===== src/atm_params.svh =====
// Constants for the auxiliary scan and threshold monitor.
// Assumes one 25 MHz system clock and 1 MHz-rate source ticks.
`ifndef ATM_PARAMS_SVH
`define ATM_PARAMS_SVH
`define ATM_ADDR_SEL 8'h13
`define ATM_ADDR_DEB 8'h14
`define ATM_ADDR_FLG 8'h15
`define ATM_ADDR_MAXH 8'h16
`define ATM_ADDR_MAXL 8'h17
`define ATM_RST_BYTE 8'h00
`define ATM_SEL_AUX_INPUT_ONE 7
`define ATM_SEL_AUX_INPUT_TWO 6
`define ATM_SEL_VBAT 5
`define ATM_SEL_TEMP 4
`define ATM_SEL_TSEL 3
`define ATM_SEL_A1RES 2
`define ATM_SEL_A2RES 1
`define ATM_SEL_BIAS 0
`define ATM_MAXH_EN 4
`define ATM_DEB_BASE_US 64
`define ATM_SRC_MHZ 1
`define ATM_DEB_TICKS 8
`define ATM_DEB_BASE_SRC (`ATM_DEB_BASE_US * `ATM_SRC_MHZ / `ATM_DEB_TICKS)
`endif


===== src/atm_pkg.sv =====
// Types shared by the monitor and its bench.
// Assumes atm_params.svh is on the include path.
package atm_pkg;
    typedef enum logic [2:0] {
        ATM_CH_AUX_INPUT_ONE = 3'h0,
        ATM_CH_AUX_INPUT_TWO = 3'h1,
        ATM_CH_VBAT = 3'h2,
        ATM_CH_TEMPA = 3'h3,
        ATM_CH_TEMPB = 3'h4
    } atm_chan_t;
    typedef struct packed {
        atm_chan_t chan;
        logic res_mode;
        logic bias_ext;
    } atm_cmd_t;
    typedef struct packed {
        logic en;
        logic [11:0] code;
    } atm_thr_t;
    typedef struct packed {
        atm_thr_t aux_input_one_min;
        atm_thr_t aux_input_two_max;
        atm_thr_t aux_input_two_min;
        atm_thr_t temp_max;
        atm_thr_t temp_min;
    } atm_thr_cfg_t;
    typedef enum logic [2:0] {
        ATM_ST_IDLE = 3'b001,
        ATM_ST_PICK = 3'b010,
        ATM_ST_WAIT = 3'b100
    } atm_state_t;
endpackage


===== src/atm_monitor.sv =====
// Auxiliary scan sequencer, pen-down debounce and threshold flags.
// Assumes the converter and tick sources share sys_clk_in.
`include "atm_params.svh"
module atm_monitor
    import atm_pkg::*;
(
    input wire logic sys_clk_in,
    input wire logic reset_in,
    input wire logic [7:0] reg_addr_in,
    input wire logic reg_wr_in,
    input wire logic reg_rd_in,
    input wire logic [7:0] reg_wdata_in,
    output logic [7:0] reg_rdata_out,
    output logic reg_rvalid_out,
    input wire logic scan_start_in,
    input wire logic clk_sel_in,
    input wire logic osc_tick_in,
    input wire logic mclk_tick_in,
    input wire logic pen_raw_in,
    input wire atm_thr_cfg_t thr_cfg_in,
    input wire logic conv_done_in,
    input wire atm_chan_t conv_chan_in,
    input wire logic [11:0] conv_result_in,
    output logic conv_req_out,
    output atm_cmd_t conv_cmd_out,
    output logic conv_clk_sel_out,
    output logic scan_busy_out,
    output logic pen_down_out
);
    logic [7:0] sel;
    logic [2:0] deb_code;
    logic [5:0] flags;
    logic [4:0] maxh;
    logic [7:0] maxl;
    logic [3:0] pending;
    atm_state_t state;
    logic pen_meta;
    logic pen_sync;
    logic [9:0] pres;
    logic [2:0] deb_ticks;
    logic src_tick;
    logic rd_flg;
    logic [5:0] next_set;
    logic [11:0] a1_max;

    function automatic logic hit(input logic [11:0] res,
                                 input logic en,
                                 input logic [11:0] thr,
                                 input logic is_max);
        hit = en && (is_max ? (res >= thr) : (res <= thr));
    endfunction

    function automatic logic [9:0] deb_limit(input logic [2:0] code);
        deb_limit = 10'(`ATM_DEB_BASE_SRC) << (code - 3'h1);
    endfunction

    function automatic logic [3:0] first_bit(input logic [3:0] p);
        first_bit = p & (~p + 4'h1);
    endfunction

    assign rd_flg = reg_rd_in && (reg_addr_in == `ATM_ADDR_FLG);
    assign a1_max = {maxh[3:0], maxl};
    // Source clock chosen by the clock-select bit
    assign src_tick = clk_sel_in ? mclk_tick_in : osc_tick_in;

    // Register writes; the flag register ignores writes
    always_ff @(posedge sys_clk_in)
    begin
        if (reset_in)
        begin
            sel <= `ATM_RST_BYTE;
            deb_code <= 3'h0;
            maxh <= 5'h00;
            maxl <= `ATM_RST_BYTE;
        end
        else if (reg_wr_in)
        begin
            case (reg_addr_in)
                `ATM_ADDR_SEL: sel <= reg_wdata_in;
                `ATM_ADDR_DEB: deb_code <= reg_wdata_in[2:0];
                `ATM_ADDR_MAXH: maxh <= reg_wdata_in[4:0];
                `ATM_ADDR_MAXL: maxl <= reg_wdata_in;
                default: ;
            endcase
        end
    end

    // Read data; reserved bits read zero
    always_ff @(posedge sys_clk_in)
    begin
        if (reset_in)
        begin
            reg_rdata_out <= 8'h00;
            reg_rvalid_out <= 1'b0;
        end
        else
        begin
            reg_rvalid_out <= reg_rd_in;
            if (reg_rd_in)
            begin
                case (reg_addr_in)
                    `ATM_ADDR_SEL: reg_rdata_out <= sel;
                    `ATM_ADDR_DEB: reg_rdata_out <= {5'h00, deb_code};
                    `ATM_ADDR_FLG: reg_rdata_out <= {2'h0, flags};
                    `ATM_ADDR_MAXH: reg_rdata_out <= {3'h0, maxh};
                    `ATM_ADDR_MAXL: reg_rdata_out <= maxl;
                    default: reg_rdata_out <= 8'h00;
                endcase
            end
        end
    end

    // Threshold hits, any completed conversion, scan or not
    always_comb
    begin
        next_set = 6'h00;
        if (conv_done_in)
        begin
            if (conv_chan_in == ATM_CH_AUX_INPUT_ONE)
            begin
                next_set[5] = hit(conv_result_in, maxh[`ATM_MAXH_EN],
                                  a1_max, 1'b1);
                next_set[4] = hit(conv_result_in, thr_cfg_in.aux_input_one_min.en,
                                  thr_cfg_in.aux_input_one_min.code, 1'b0);
            end
            if (conv_chan_in == ATM_CH_AUX_INPUT_TWO)
            begin
                next_set[3] = hit(conv_result_in, thr_cfg_in.aux_input_two_max.en,
                                  thr_cfg_in.aux_input_two_max.code, 1'b1);
                next_set[2] = hit(conv_result_in, thr_cfg_in.aux_input_two_min.en,
                                  thr_cfg_in.aux_input_two_min.code, 1'b0);
            end
            if (conv_chan_in == ATM_CH_TEMPA || conv_chan_in == ATM_CH_TEMPB)
            begin
                next_set[1] = hit(conv_result_in, thr_cfg_in.temp_max.en,
                                  thr_cfg_in.temp_max.code, 1'b1);
                next_set[0] = hit(conv_result_in, thr_cfg_in.temp_min.en,
                                  thr_cfg_in.temp_min.code, 1'b0);
            end
        end
    end

    // Sticky flags; a hit in the read cycle survives the clear
    always_ff @(posedge sys_clk_in)
    begin
        if (reset_in)
            flags <= 6'h00;
        else if (rd_flg)
            flags <= next_set;
        else
            flags <= flags | next_set;
    end

    // Scan sequencer, one conversion at a time
    always_ff @(posedge sys_clk_in)
    begin
        if (reset_in)
        begin
            state <= ATM_ST_IDLE;
            pending <= 4'h0;
            conv_req_out <= 1'b0;
            conv_cmd_out <= '0;
            scan_busy_out <= 1'b0;
        end
        else
        begin
            conv_req_out <= 1'b0;
            case (state)
                ATM_ST_IDLE:
                begin
                    scan_busy_out <= 1'b0;
                    if (scan_start_in && (|sel[7:4]))
                    begin
                        pending <= sel[7:4];
                        scan_busy_out <= 1'b1;
                        state <= ATM_ST_PICK;
                    end
                end
                ATM_ST_PICK:
                begin
                    if (pending == 4'h0)
                    begin
                        scan_busy_out <= 1'b0;
                        state <= ATM_ST_IDLE;
                    end
                    else
                    begin
                        conv_req_out <= 1'b1;
                        conv_cmd_out.res_mode <= 1'b0;
                        conv_cmd_out.bias_ext <= sel[`ATM_SEL_BIAS];
                        case (first_bit({pending[0], pending[1],
                                         pending[2], pending[3]}))
                            4'h1:
                            begin
                                conv_cmd_out.chan <= ATM_CH_AUX_INPUT_ONE;
                                conv_cmd_out.res_mode <=
                                    sel[`ATM_SEL_A1RES];
                            end
                            4'h2:
                            begin
                                conv_cmd_out.chan <= ATM_CH_AUX_INPUT_TWO;
                                conv_cmd_out.res_mode <=
                                    sel[`ATM_SEL_A2RES];
                            end
                            4'h4: conv_cmd_out.chan <= ATM_CH_VBAT;
                            default:
                                conv_cmd_out.chan <= sel[`ATM_SEL_TSEL] ?
                                    ATM_CH_TEMPB : ATM_CH_TEMPA;
                        endcase
                        state <= ATM_ST_WAIT;
                    end
                end
                ATM_ST_WAIT:
                begin
                    if (conv_done_in)
                        state <= ATM_ST_PICK;
                end
                default: state <= ATM_ST_IDLE;
            endcase
            if (state == ATM_ST_PICK && pending != 4'h0)
            begin
                // Drop the channel just issued, highest bit first
                if (pending[3])
                    pending[3] <= 1'b0;
                else if (pending[2])
                    pending[2] <= 1'b0;
                else if (pending[1])
                    pending[1] <= 1'b0;
                else
                    pending[0] <= 1'b0;
            end
        end
    end

    // Converter clock source follows the select bit
    always_ff @(posedge sys_clk_in)
    begin
        if (reset_in)
            conv_clk_sel_out <= 1'b0;
        else
            conv_clk_sel_out <= clk_sel_in;
    end

    // Pen pin synchroniser
    always_ff @(posedge sys_clk_in)
    begin
        if (reset_in)
        begin
            pen_meta <= 1'b0;
            pen_sync <= 1'b0;
        end
        else
        begin
            pen_meta <= pen_raw_in;
            pen_sync <= pen_meta;
        end
    end

    // Debounce: eight timer ticks, each duration/8 source ticks.
    // Any release restarts the whole interval.
    always_ff @(posedge sys_clk_in)
    begin
        if (reset_in)
        begin
            pres <= 10'h000;
            deb_ticks <= 3'h0;
            pen_down_out <= 1'b0;
        end
        else if (!pen_sync)
        begin
            pres <= 10'h000;
            deb_ticks <= 3'h0;
            pen_down_out <= 1'b0;
        end
        else if (deb_code == 3'h0)
            pen_down_out <= 1'b1;
        else if (!pen_down_out && src_tick)
        begin
            if (pres == deb_limit(deb_code) - 10'h001)
            begin
                pres <= 10'h000;
                deb_ticks <= deb_ticks + 3'h1;
                if (deb_ticks == 3'(`ATM_DEB_TICKS - 1))
                    pen_down_out <= 1'b1;
            end
            else
                pres <= pres + 10'h001;
        end
    end
endmodule


===== config.mk =====
export PLATFORM = sky130hd
export DESIGN_NAME = atm_monitor
export DESIGN_NICKNAME = d
export VERILOG_FILES = /design/src/atm_pkg.sv /design/src/atm_monitor.sv
export VERILOG_INCLUDE_DIRS = /design/src
export SDC_FILE = /design/constraint.sdc
export NUM_CORES = 1
export LEC_CHECK = 0
export BUFFER_PORTS_ARGS = -buffer_cell sky130_fd_sc_hd__buf_2
export CAP_MARGIN = 10
export CORE_MARGIN = 2
export CORE_UTILIZATION = 45
export CTS_BUF_LIST = sky130_fd_sc_hd__clkbuf_4
export DETAILED_ROUTE_END_ITERATION = 10
export PLACE_DENSITY = 0.78
export SETUP_SLACK_MARGIN = 0.02
export SYNTH_ARGS = -nofsm -noshare
export SYNTH_HDL_FRONTEND = slang
export SYNTH_SLANG_ARGS = --single-unit

===== constraint.sdc =====
create_clock -name sys_clk_in -period 3.1 [get_ports sys_clk_in]
set_input_delay 0.31 -clock sys_clk_in [delete_from_list [all_inputs] [get_ports sys_clk_in]]
set_output_delay 0.31 -clock sys_clk_in [all_outputs]
set_load 0.01 [all_outputs]

# Yosys cells after proc, flatten, opt, wreduce, memory -nomap -nowiden
# Cells that the tools add are included.
# classes
bitwise_logic	7
shift	1
eq_ne	19
n_mux	32
order_cmp	6
add_sub_neg	5
reduce_logical	33
# op_table
op	n
$eq A8 B5 Y1 const B	5
$pmux W8 S5	1
$ge A12 B12 Y1	3
$le A12 B12 Y1	3
$pmux W3 S3	2
$reduce_and A2 Y1	8
$mux W3	5
$mux W1	12
$mux W4	3
$mux W6	2
$add A10 B1 Y10 const B	1
$eq A10 B10 Y1	1
$logic_and A1 B1 Y1	10
$mux W10	1
$shl A4 B3 Y10 const A	1
$sub A10 B1 Y10 const B	1
$eq A3 B3 Y1 const B	3
$mux W2	4
$reduce_bool A2 Y1	4
$eq A3 B1 Y1 const B	2
$eq A3 B2 Y1 const B	2
$logic_not A3 Y1	2
$ne A2 B2 Y1 const B	3
$or A6 B6 Y6	1
17 further kinds	23
# totals
regBits	70
output_inout_bits	18
inputBits	106
word_cells	123

# Depth between registers and ports, before layout
# Gate-level depths: netlist (run 1).
# depth
ltp_word	8
mapped_depth	13
mapped_depth_nobuf	10

# Worst setup path before layout (run 1)
# No wires, ideal clock.
# synth_path
path_type	reg2reg
startpoint	register deb_code[0]
endpoint	register deb_ticks[2]
required_time_ns	2.972
period_less_slack_ns	2.610
n_path_buf	3
path_slack_ns	0.490
t_arrival_ns	2.482
stages_incl_launch_ff	14
path_cell_list	dfxtp_1 -> buf_4 -> nor2_1 -> ha_1 -> buf_4 -> nand3b_4 -> ha_1 -> nor2b_1 -> a22o_1 -> nor3_1 -> o2111ai_2 -> buf_4 -> o211ai_1 -> o31ai_1
# synth_via
elab_chain_cells	5
elab_cells_between_ends	7
# synth_lines
element	line	rtl
start, declared	atm_monitor.sv:31	logic [2:0] deb_code;
start signal, assigned	atm_monitor.sv:80	`ATM_ADDR_DEB: deb_code <= reg_wdata_in[2:0];
$sub A3 B1 Y3	atm_monitor.sv:54	deb_limit = 10'(`ATM_DEB_BASE_SRC) << (code - 3'h1);
$shl A4 B3 Y10	atm_monitor.sv:54	
$sub A10 B1 Y10	atm_monitor.sv:279	if (pres == deb_limit(deb_code) - 10'h001)
$eq A10 B10 Y1	atm_monitor.sv:279	
$reduce_and A3 Y1 (no source line) (*)	n/a	
end signal, assigned	atm_monitor.sv:282	deb_ticks <= deb_ticks + 3'h1;
end, declared	atm_monitor.sv:40	logic [2:0] deb_ticks;
# Mark *: on every way between the ends. The rest lies on a longest branch, timed or not.
# A chain may end at the register's enable or synchronous reset.

# Worst setup path in the final report (run 1)
# layout_path
startpoint	register deb_code[2]
endpoint	register deb_ticks[2]
# Same word-level chain as after synthesis.

==> run_results.csv, run 1 <==
group,metric,value,unit
sta,max_freq,0.364,GHz
flow_run,cap_viol_max_count,0,
route,post_drt_wl_per_cell,13.7,um
route,drt_iter0_drc,312,
worst_setup_path,path_class,"reg -> reg",
yosys,yosysTopAreaCellShare,0.272,
die,ioPinCount,124,
worst_setup_path,path_buf_inv,2,
layout,n_antenna_cell,0,
yosys,synth_area_leaders,"dfxtp_1, ha_1, mux2i_1, inv_1, a21o_1",
route,drc,0,
sta,period_needed,2750,ps
yosys,synth_area,5160,um2
sta,slew_headroom,0.568,
yosys,syn_area_per_cell,8.27,um2
yosys,syn_inst,624,
global_route,antenna_found_initial,0,
die,core_area,11300,um2
layout,stdcell_area,6010,um2
yosys,ys_seq_area_frac,0.272,
yosys,syn_nets,807,
die,start_util,0.456,
sta,rsz0062_at_grt,"no",
clock_tree,cts.sinks,70,
clock_tree,ctsHoldBuffers,0,
die,rows,39,
sta,skew,10.5,ps
clock_tree,path_clk_slew,110,ps
die,dieArea,12300,um2
global_route,grt.total_usage,0.197,
sta,period_share,0.887,
hold_path,hold_class,"in -> reg",
worst_setup_path,crit_family,"adder cells",
clock_tree,clock_path_buffers,2,
placed_design,dpl.hpwl,9900,um
global_route,grt_pass1_wl,20100,um
clock_tree,cts-root-buf,"clkbuf_4",
worst_setup_path,max_stage_delay,500,ps
global_route,grt.overflow.total,0,
yosys,ys_ff_latch,70,
worst_setup_path,crit_fanout,11,
pwr,vdd_ir_drop_max,0.178,mV
placed_design,io_buffers,123,
worst_setup_path,crit_top_cell,"ha_1",
clock_tree,cts_resized,0,
outcome,outcome,"finished, final reports clean",
placed_design,place_area,5880,um2
placed_design,gp_congestion,0.832,
sta,finalSetupViolCount,0,
pwr,p_leak,0.00291,uW
clock_tree,clk_latency,410,ps
pwr,power.density,300,nW/um2
worst_setup_path,worstPathRequired,3390,ps
sta,worst_pin_slew,639,ps
clock_tree,numCtsBuffers,9,
layout,layout.cells.non_filler,887,
route,ant_nets,0,
clock_tree,ctsHtreeMaxLevel,3,
clock_tree,cts_tree,"built",
layout,area_delta_synth_final,16.5,%
worst_setup_path,critPathArrivalTime,3040,ps
layout,nNetsFinal,923,
die,fp.dieW,111,um
yosys,ys_dominant_reg_cell,"dfxtp_1",
yosys,ys_warn_count,0,
worst_setup_path,worst_setup_path_start_kind,"register",
global_route,grt_max_degree,36,
layout,drive_gt1_frac,0.220,
worst_setup_path,cp_slowest_cell,"ha_1",
clock_tree,cts_setup_buffers,0,
sta,hold_viol,0,
yosys,synth_cell_types,55,
yosys,synth_top_area_cell,"dfxtp_1",
yosys,synthArstFlopShare,0,
worst_setup_path,worstPathCellList,"inv_1 > ha_1 > nand3b_4 > ha_1 > nor2b_1 > a22o_1 > nor3_1 > o2111ai_2 > buf_4 > o211ai_1 > o31ai_1",
die,die_h,111,um
worst_setup_path,end_kind,"register",
route,num_vias,4710,
sta,tns,0,ps
sta,slew_violations,0,
route,drt_pass1_iterations,4,
global_route,grt_pass1_vias,4490,
placed_design,place_inst,872,
yosys,synth_edf_count,0,
route,viasPerCell,5.31,
route,drt-total-wl,12100,um
power breakdown:
group | leakage, uW | internal, uW | total (uW) | switching [uW]
Sequential | 0.000565 | 904 | 906 | 2.22
Combinational | 0.00227 | 155 | 329 | 174
Clock | 0.0000767 | 259 | 570 | 311
layout by cell type, fill, tap and decap left out, types with 3 or more instances in the layout:
cell type,netlist,layout
a22o_1,8,8
o31ai_1,5,5
o21ai_0,14,14
nand2_1,40,40
a31oi_1,9,9
buf_4,3,5
inv_1,77,77
nor2b_1,10,10
nand2b_1,10,10
nor3_1,17,17
clkbuf_4,0,11
buf_2,5,123
mux2_2,9,9
or2_2,3,3
ha_1,77,77
xnor2_1,4,4
a22oi_1,6,6
o21a_1,5,5
xor2_1,4,4
a21o_1,32,32
nand3_1,21,21
a21oi_1,30,30
o211ai_1,5,5
dfxtp_1,70,70
nor2_1,58,58
a32o_1,4,4
nand4_1,14,14
mux2i_1,31,31
and3_1,3,3
Yosys cell counts (all sizes together) (13+ instances only):
| cell | count |
|---|---|
| nand3 | 21 |
| a21oi | 30 |
| inv | 77 |
| nand2 | 40 |
| a21o | 32 |
| clkbuf | 13 |
| mux2i | 31 |
| dfxtp | 70 |
| o21ai | 14 |
| nand4 | 14 |
| nor3 | 19 |
| ha | 77 |
| nor2 | 58 |
path summary, 6_finish.rpt:
path / to / cells after the start / slack, ps / from
max: deb_ticks[2]$_SDFFE_PP0P_ / 11 / 350 / deb_code[2]$_SDFFE_PP0P_
min: pen_meta$_SDFF_PP0_ / 2 / 110 / pen_raw_in
max reg2reg: deb_ticks[2]$_SDFFE_PP0P_ / 11 / 350 / deb_code[2]$_SDFFE_PP0P_
min reg2reg: pen_sync$_SDFF_PP0_ / 1 / 450 / pen_meta$_SDFF_PP0_
area by class of cell:
cell class                 instances  area (um2)
clock inverter                     4        48.8
sequential                        70        1400
tap                              143         179
timing repair buffer             128         653
multi-input combinational        453        3350
clock buffer                      11        82.6
fill                            1113        5310
inverter                          78         293
sequential cells by signal, summed over array words and instances (netlist names), 4 cells and up:
name,count
reg_rdata_out,8
maxh,5
pres,10
flags,6
pending,4
sel,8
maxl,8
conv_cmd_out,5
metal layers:
layer / vias up / wire length, um / track usage
met5: - / 0 / 0
met4: 0 / 362 / 0.0708
met3: 32 / 398 / 0.0350
met2: 96 / 5840 / 0.343
met1: 2142 / 5540 / 0.245
li1: 2440 / - / -
metrics by stage:
stage | hold WS, ps | utilization | worst slack [ps] | total power [uW]
2_1_floorplan | 414 | - | 490 | 1120
3_3_place_gp | 418 | 0.519 | 416 | 1250
3_5_place_dp | 428 | 0.519 | 347 | 1260
4_1_cts | 87.2 | 0.531 | 330 | 1830
5_1_grt | 107 | 0.531 | 82.6 | 1910
6_report | 112 | 0.531 | 352 | 1810
kinds of logic (layout without fill, tap and decap cells):
| kind of cell | count (synthesis) | after routing | synth area share |
|---|---|---|---|
| simple gates | 195 | 195 | 0.191 |
| compound gates | 133 | 133 | 0.179 |
| buf+inv | 101 | 221 | 0.0783 |
| fa+ha+maj | 77 | 77 | 0.187 |
| flops | 70 | 70 | 0.272 |
| mux | 40 | 40 | 0.0798 |
| xor+xnor | 8 | 8 | 0.0136 |
(Power assumes the default switching activity.)
==> inputs of run 2 (changes only) <==
--- a/config.mk
+++ b/config.mk
@@ -8,11 +8,13 @@
 export LEC_CHECK = 0
 export BUFFER_PORTS_ARGS = -buffer_cell sky130_fd_sc_hd__buf_2
 export CAP_MARGIN = 10
+export CELL_PAD_IN_SITES_DETAIL_PLACEMENT = 0
+export CELL_PAD_IN_SITES_GLOBAL_PLACEMENT = 1
 export CORE_MARGIN = 2
-export CORE_UTILIZATION = 45
+export CORE_UTILIZATION = 41
 export CTS_BUF_LIST = sky130_fd_sc_hd__clkbuf_4
 export DETAILED_ROUTE_END_ITERATION = 10
-export PLACE_DENSITY = 0.78
+export PLACE_DENSITY = 0.92
 export SETUP_SLACK_MARGIN = 0.02
 export SYNTH_ARGS = -nofsm -noshare
 export SYNTH_HDL_FRONTEND = slang
==> run 2 against run 1 <==
Effect of this change: global-route usage increased by 0.54 points; combinational power rose by 3%; hold slack worse by 9.2 ps; power rose by 11%; first-iteration DRC count is 12% lower; sequential power is essentially flat; largest cell class unchanged; core utilization down 3.0 points; die area increased by 9.4%; sequential share of layout area down 0.33 points; critical path type unchanged; non-clock buffer count fell by 1; design area is 1.4% higher; critical path depth unchanged.
==> run_results.csv, run 2 (synthesis results as in run 1) <==
group,metric,value,unit
layout,layout.cells.non_filler,912,
route,drt_pass1_iterations,4,
clock_tree,cts.sinks,70,
pwr,power.density,329,nW/um2
sta,skew,13.2,ps
worst_setup_path,crit_fanout,17,
placed_design,dpl.hpwl,10900,um
worst_setup_path,path_class,"reg -> reg",
worst_setup_path,end_kind,"register",
route,drt-total-wl,13400,um
worst_setup_path,critPathArrivalTime,3120,ps
global_route,grt.total_usage,0.203,
sta,period_needed,2780,ps
layout,top_register,"pres",
layout,final_cell_mix,"buf_2, inv_1, ha_1",
layout,area_delta_synth_final,18.2,%
clock_tree,cts-root-buf,"clkbuf_4",
sta,finalSetupViolCount,0,
global_route,grt_pass1_wl,21700,um
route,wl_met2,7000,um
layout,n_antenna_cell,0,
global_route,grt_pass1_vias,4710,
route,post_drt_wl_per_cell,14.7,um
sta,rsz0062_at_grt,"no",
clock_tree,clk_latency,430,ps
global_route,antenna_found_initial,0,
clock_tree,ctsHoldBuffers,0,
pwr,p_leak,0.00293,uW
route,ant_nets,0,
clock_tree,numCtsBuffers,9,
die,die_h,116,um
route,num_vias,4790,
die,fp.dieW,116,um
pwr,vdd_ir_drop_max,0.222,mV
route,met1Wirelength,5810,um
die,rows,40,
placed_design,io_buffers,123,
sta,worst_pin_slew,680,ps
placed_design,gp_congestion,0.838,
clock_tree,clock_path_buffers,2,
sta,period_share,0.898,
layout,largest_reg_flops,10,
sta,slew_headroom,0.540,
clock_tree,path_clk_slew,100,ps
sta,tns,0,ps
clock_tree,ctsHtreeMaxLevel,3,
layout,nNetsFinal,922,
sta,slew_violations,0,
placed_design,place_inst,896,
clock_tree,cts_tree,"built",
worst_setup_path,worstPathRequired,3440,ps
sta,max_freq,0.359,GHz
route,drt_iter0_drc,276,
route,viasPerCell,5.25,
worst_setup_path,worst_setup_path_start_kind,"register",
outcome,outcome,"finished, final reports clean",
sta,hold_viol,0,
hold_path,hold_class,"in -> reg",
die,core_area,12200,um2
global_route,grt.overflow.total,0,
flow_run,cap_viol_max_count,0,
route,top_layer,"met4",
global_route,grt_max_degree,31,
die,ioPinCount,124,
layout,drive_gt1_frac,0.222,
die,start_util,0.424,
layout,final_common_cell,"buf_2",
route,drc,0,
route,wl_met3,431,um
die,dieArea,13500,um2
[run 2: cell count changes in the layout (fill, tap and decap cells not counted)]
cell | previous run | this run
buf_4 | 5 | 4
bufinv_16 | 1 | 3
clkinv_2 | 2 | 0
ha_1 | 77 | 76
ha_2 | 0 | 1
clkinv_4 | 1 | 2
[run 2: timing repair]
action | in CTS | in global routing
gates resized for setup | 0 | 1
setup buffers | 0 | 0
endpoints found under the setup margin | 0 | 8
[run 2: worst max-delay path, cell delays in order (launching register included)]
cell       delay (ps)
dfxtp_1           360
inv_1              50
ha_2              440
nand3b_4          110
ha_1              290
nor2b_1           180
a22o_1            200
o21a_1            190
o2111ai_2         320
buf_4             280
nand3_1            90
a31oi_1           180
[run 2: report_power, final]
part	leakage, uW	internal (uW)	switching [uW]
logic	0.00227	157	182
clock network	0.000101	430	328
registers	0.000565	904	2.16
[run 2: cell type report]
class	count	area [um2]
Clock inverter	5	108
Fill cell	1184	6070
Tap cell	168	210
Clock buffer	11	82.6
Inverter	78	293
Sequential cell	70	1400
Multi-Input combinational cell	453	3360
Timing Repair Buffer	127	646
[run 2: worst paths after layout]
| check | start | endpoint | slack, ps | depth (start not counted) |
|---|---|---|---|---|
| min | pen_raw_in | pen_meta$_SDFF_PP0_ | 100 | 2 |
| min reg2reg | pen_meta$_SDFF_PP0_ | pen_sync$_SDFF_PP0_ | 450 | 1 |
| max reg2reg | deb_code[2]$_SDFFE_PP0P_ | pres[6]$_SDFFE_PP0P_ | 320 | 11 |
| max | deb_code[2]$_SDFFE_PP0P_ | pres[6]$_SDFFE_PP0P_ | 320 | 11 |
[run 2: metal layers]
metal / vias up / global-route usage
met5: - / 0
met4: 0 / 0.0563
met3: 17 / 0.0348
met2: 78 / 0.377
met1: 2254 / 0.240
li1: 2441 / -
[run 2: metrics by stage]
stage          power, uW   util  instance area, um2  setup WS [ps]  hold slack [ps]
2_1_floorplan       1120      -                5160            490              414
4_1_cts             2020  0.501                6090            220             78.9
3_5_place_dp        1260  0.485                5900            258              432
5_1_grt             2100  0.501                6100           86.2             91.5
6_report            2000  0.501                6100            317              103
3_3_place_gp        1240  0.485                5900            369              423
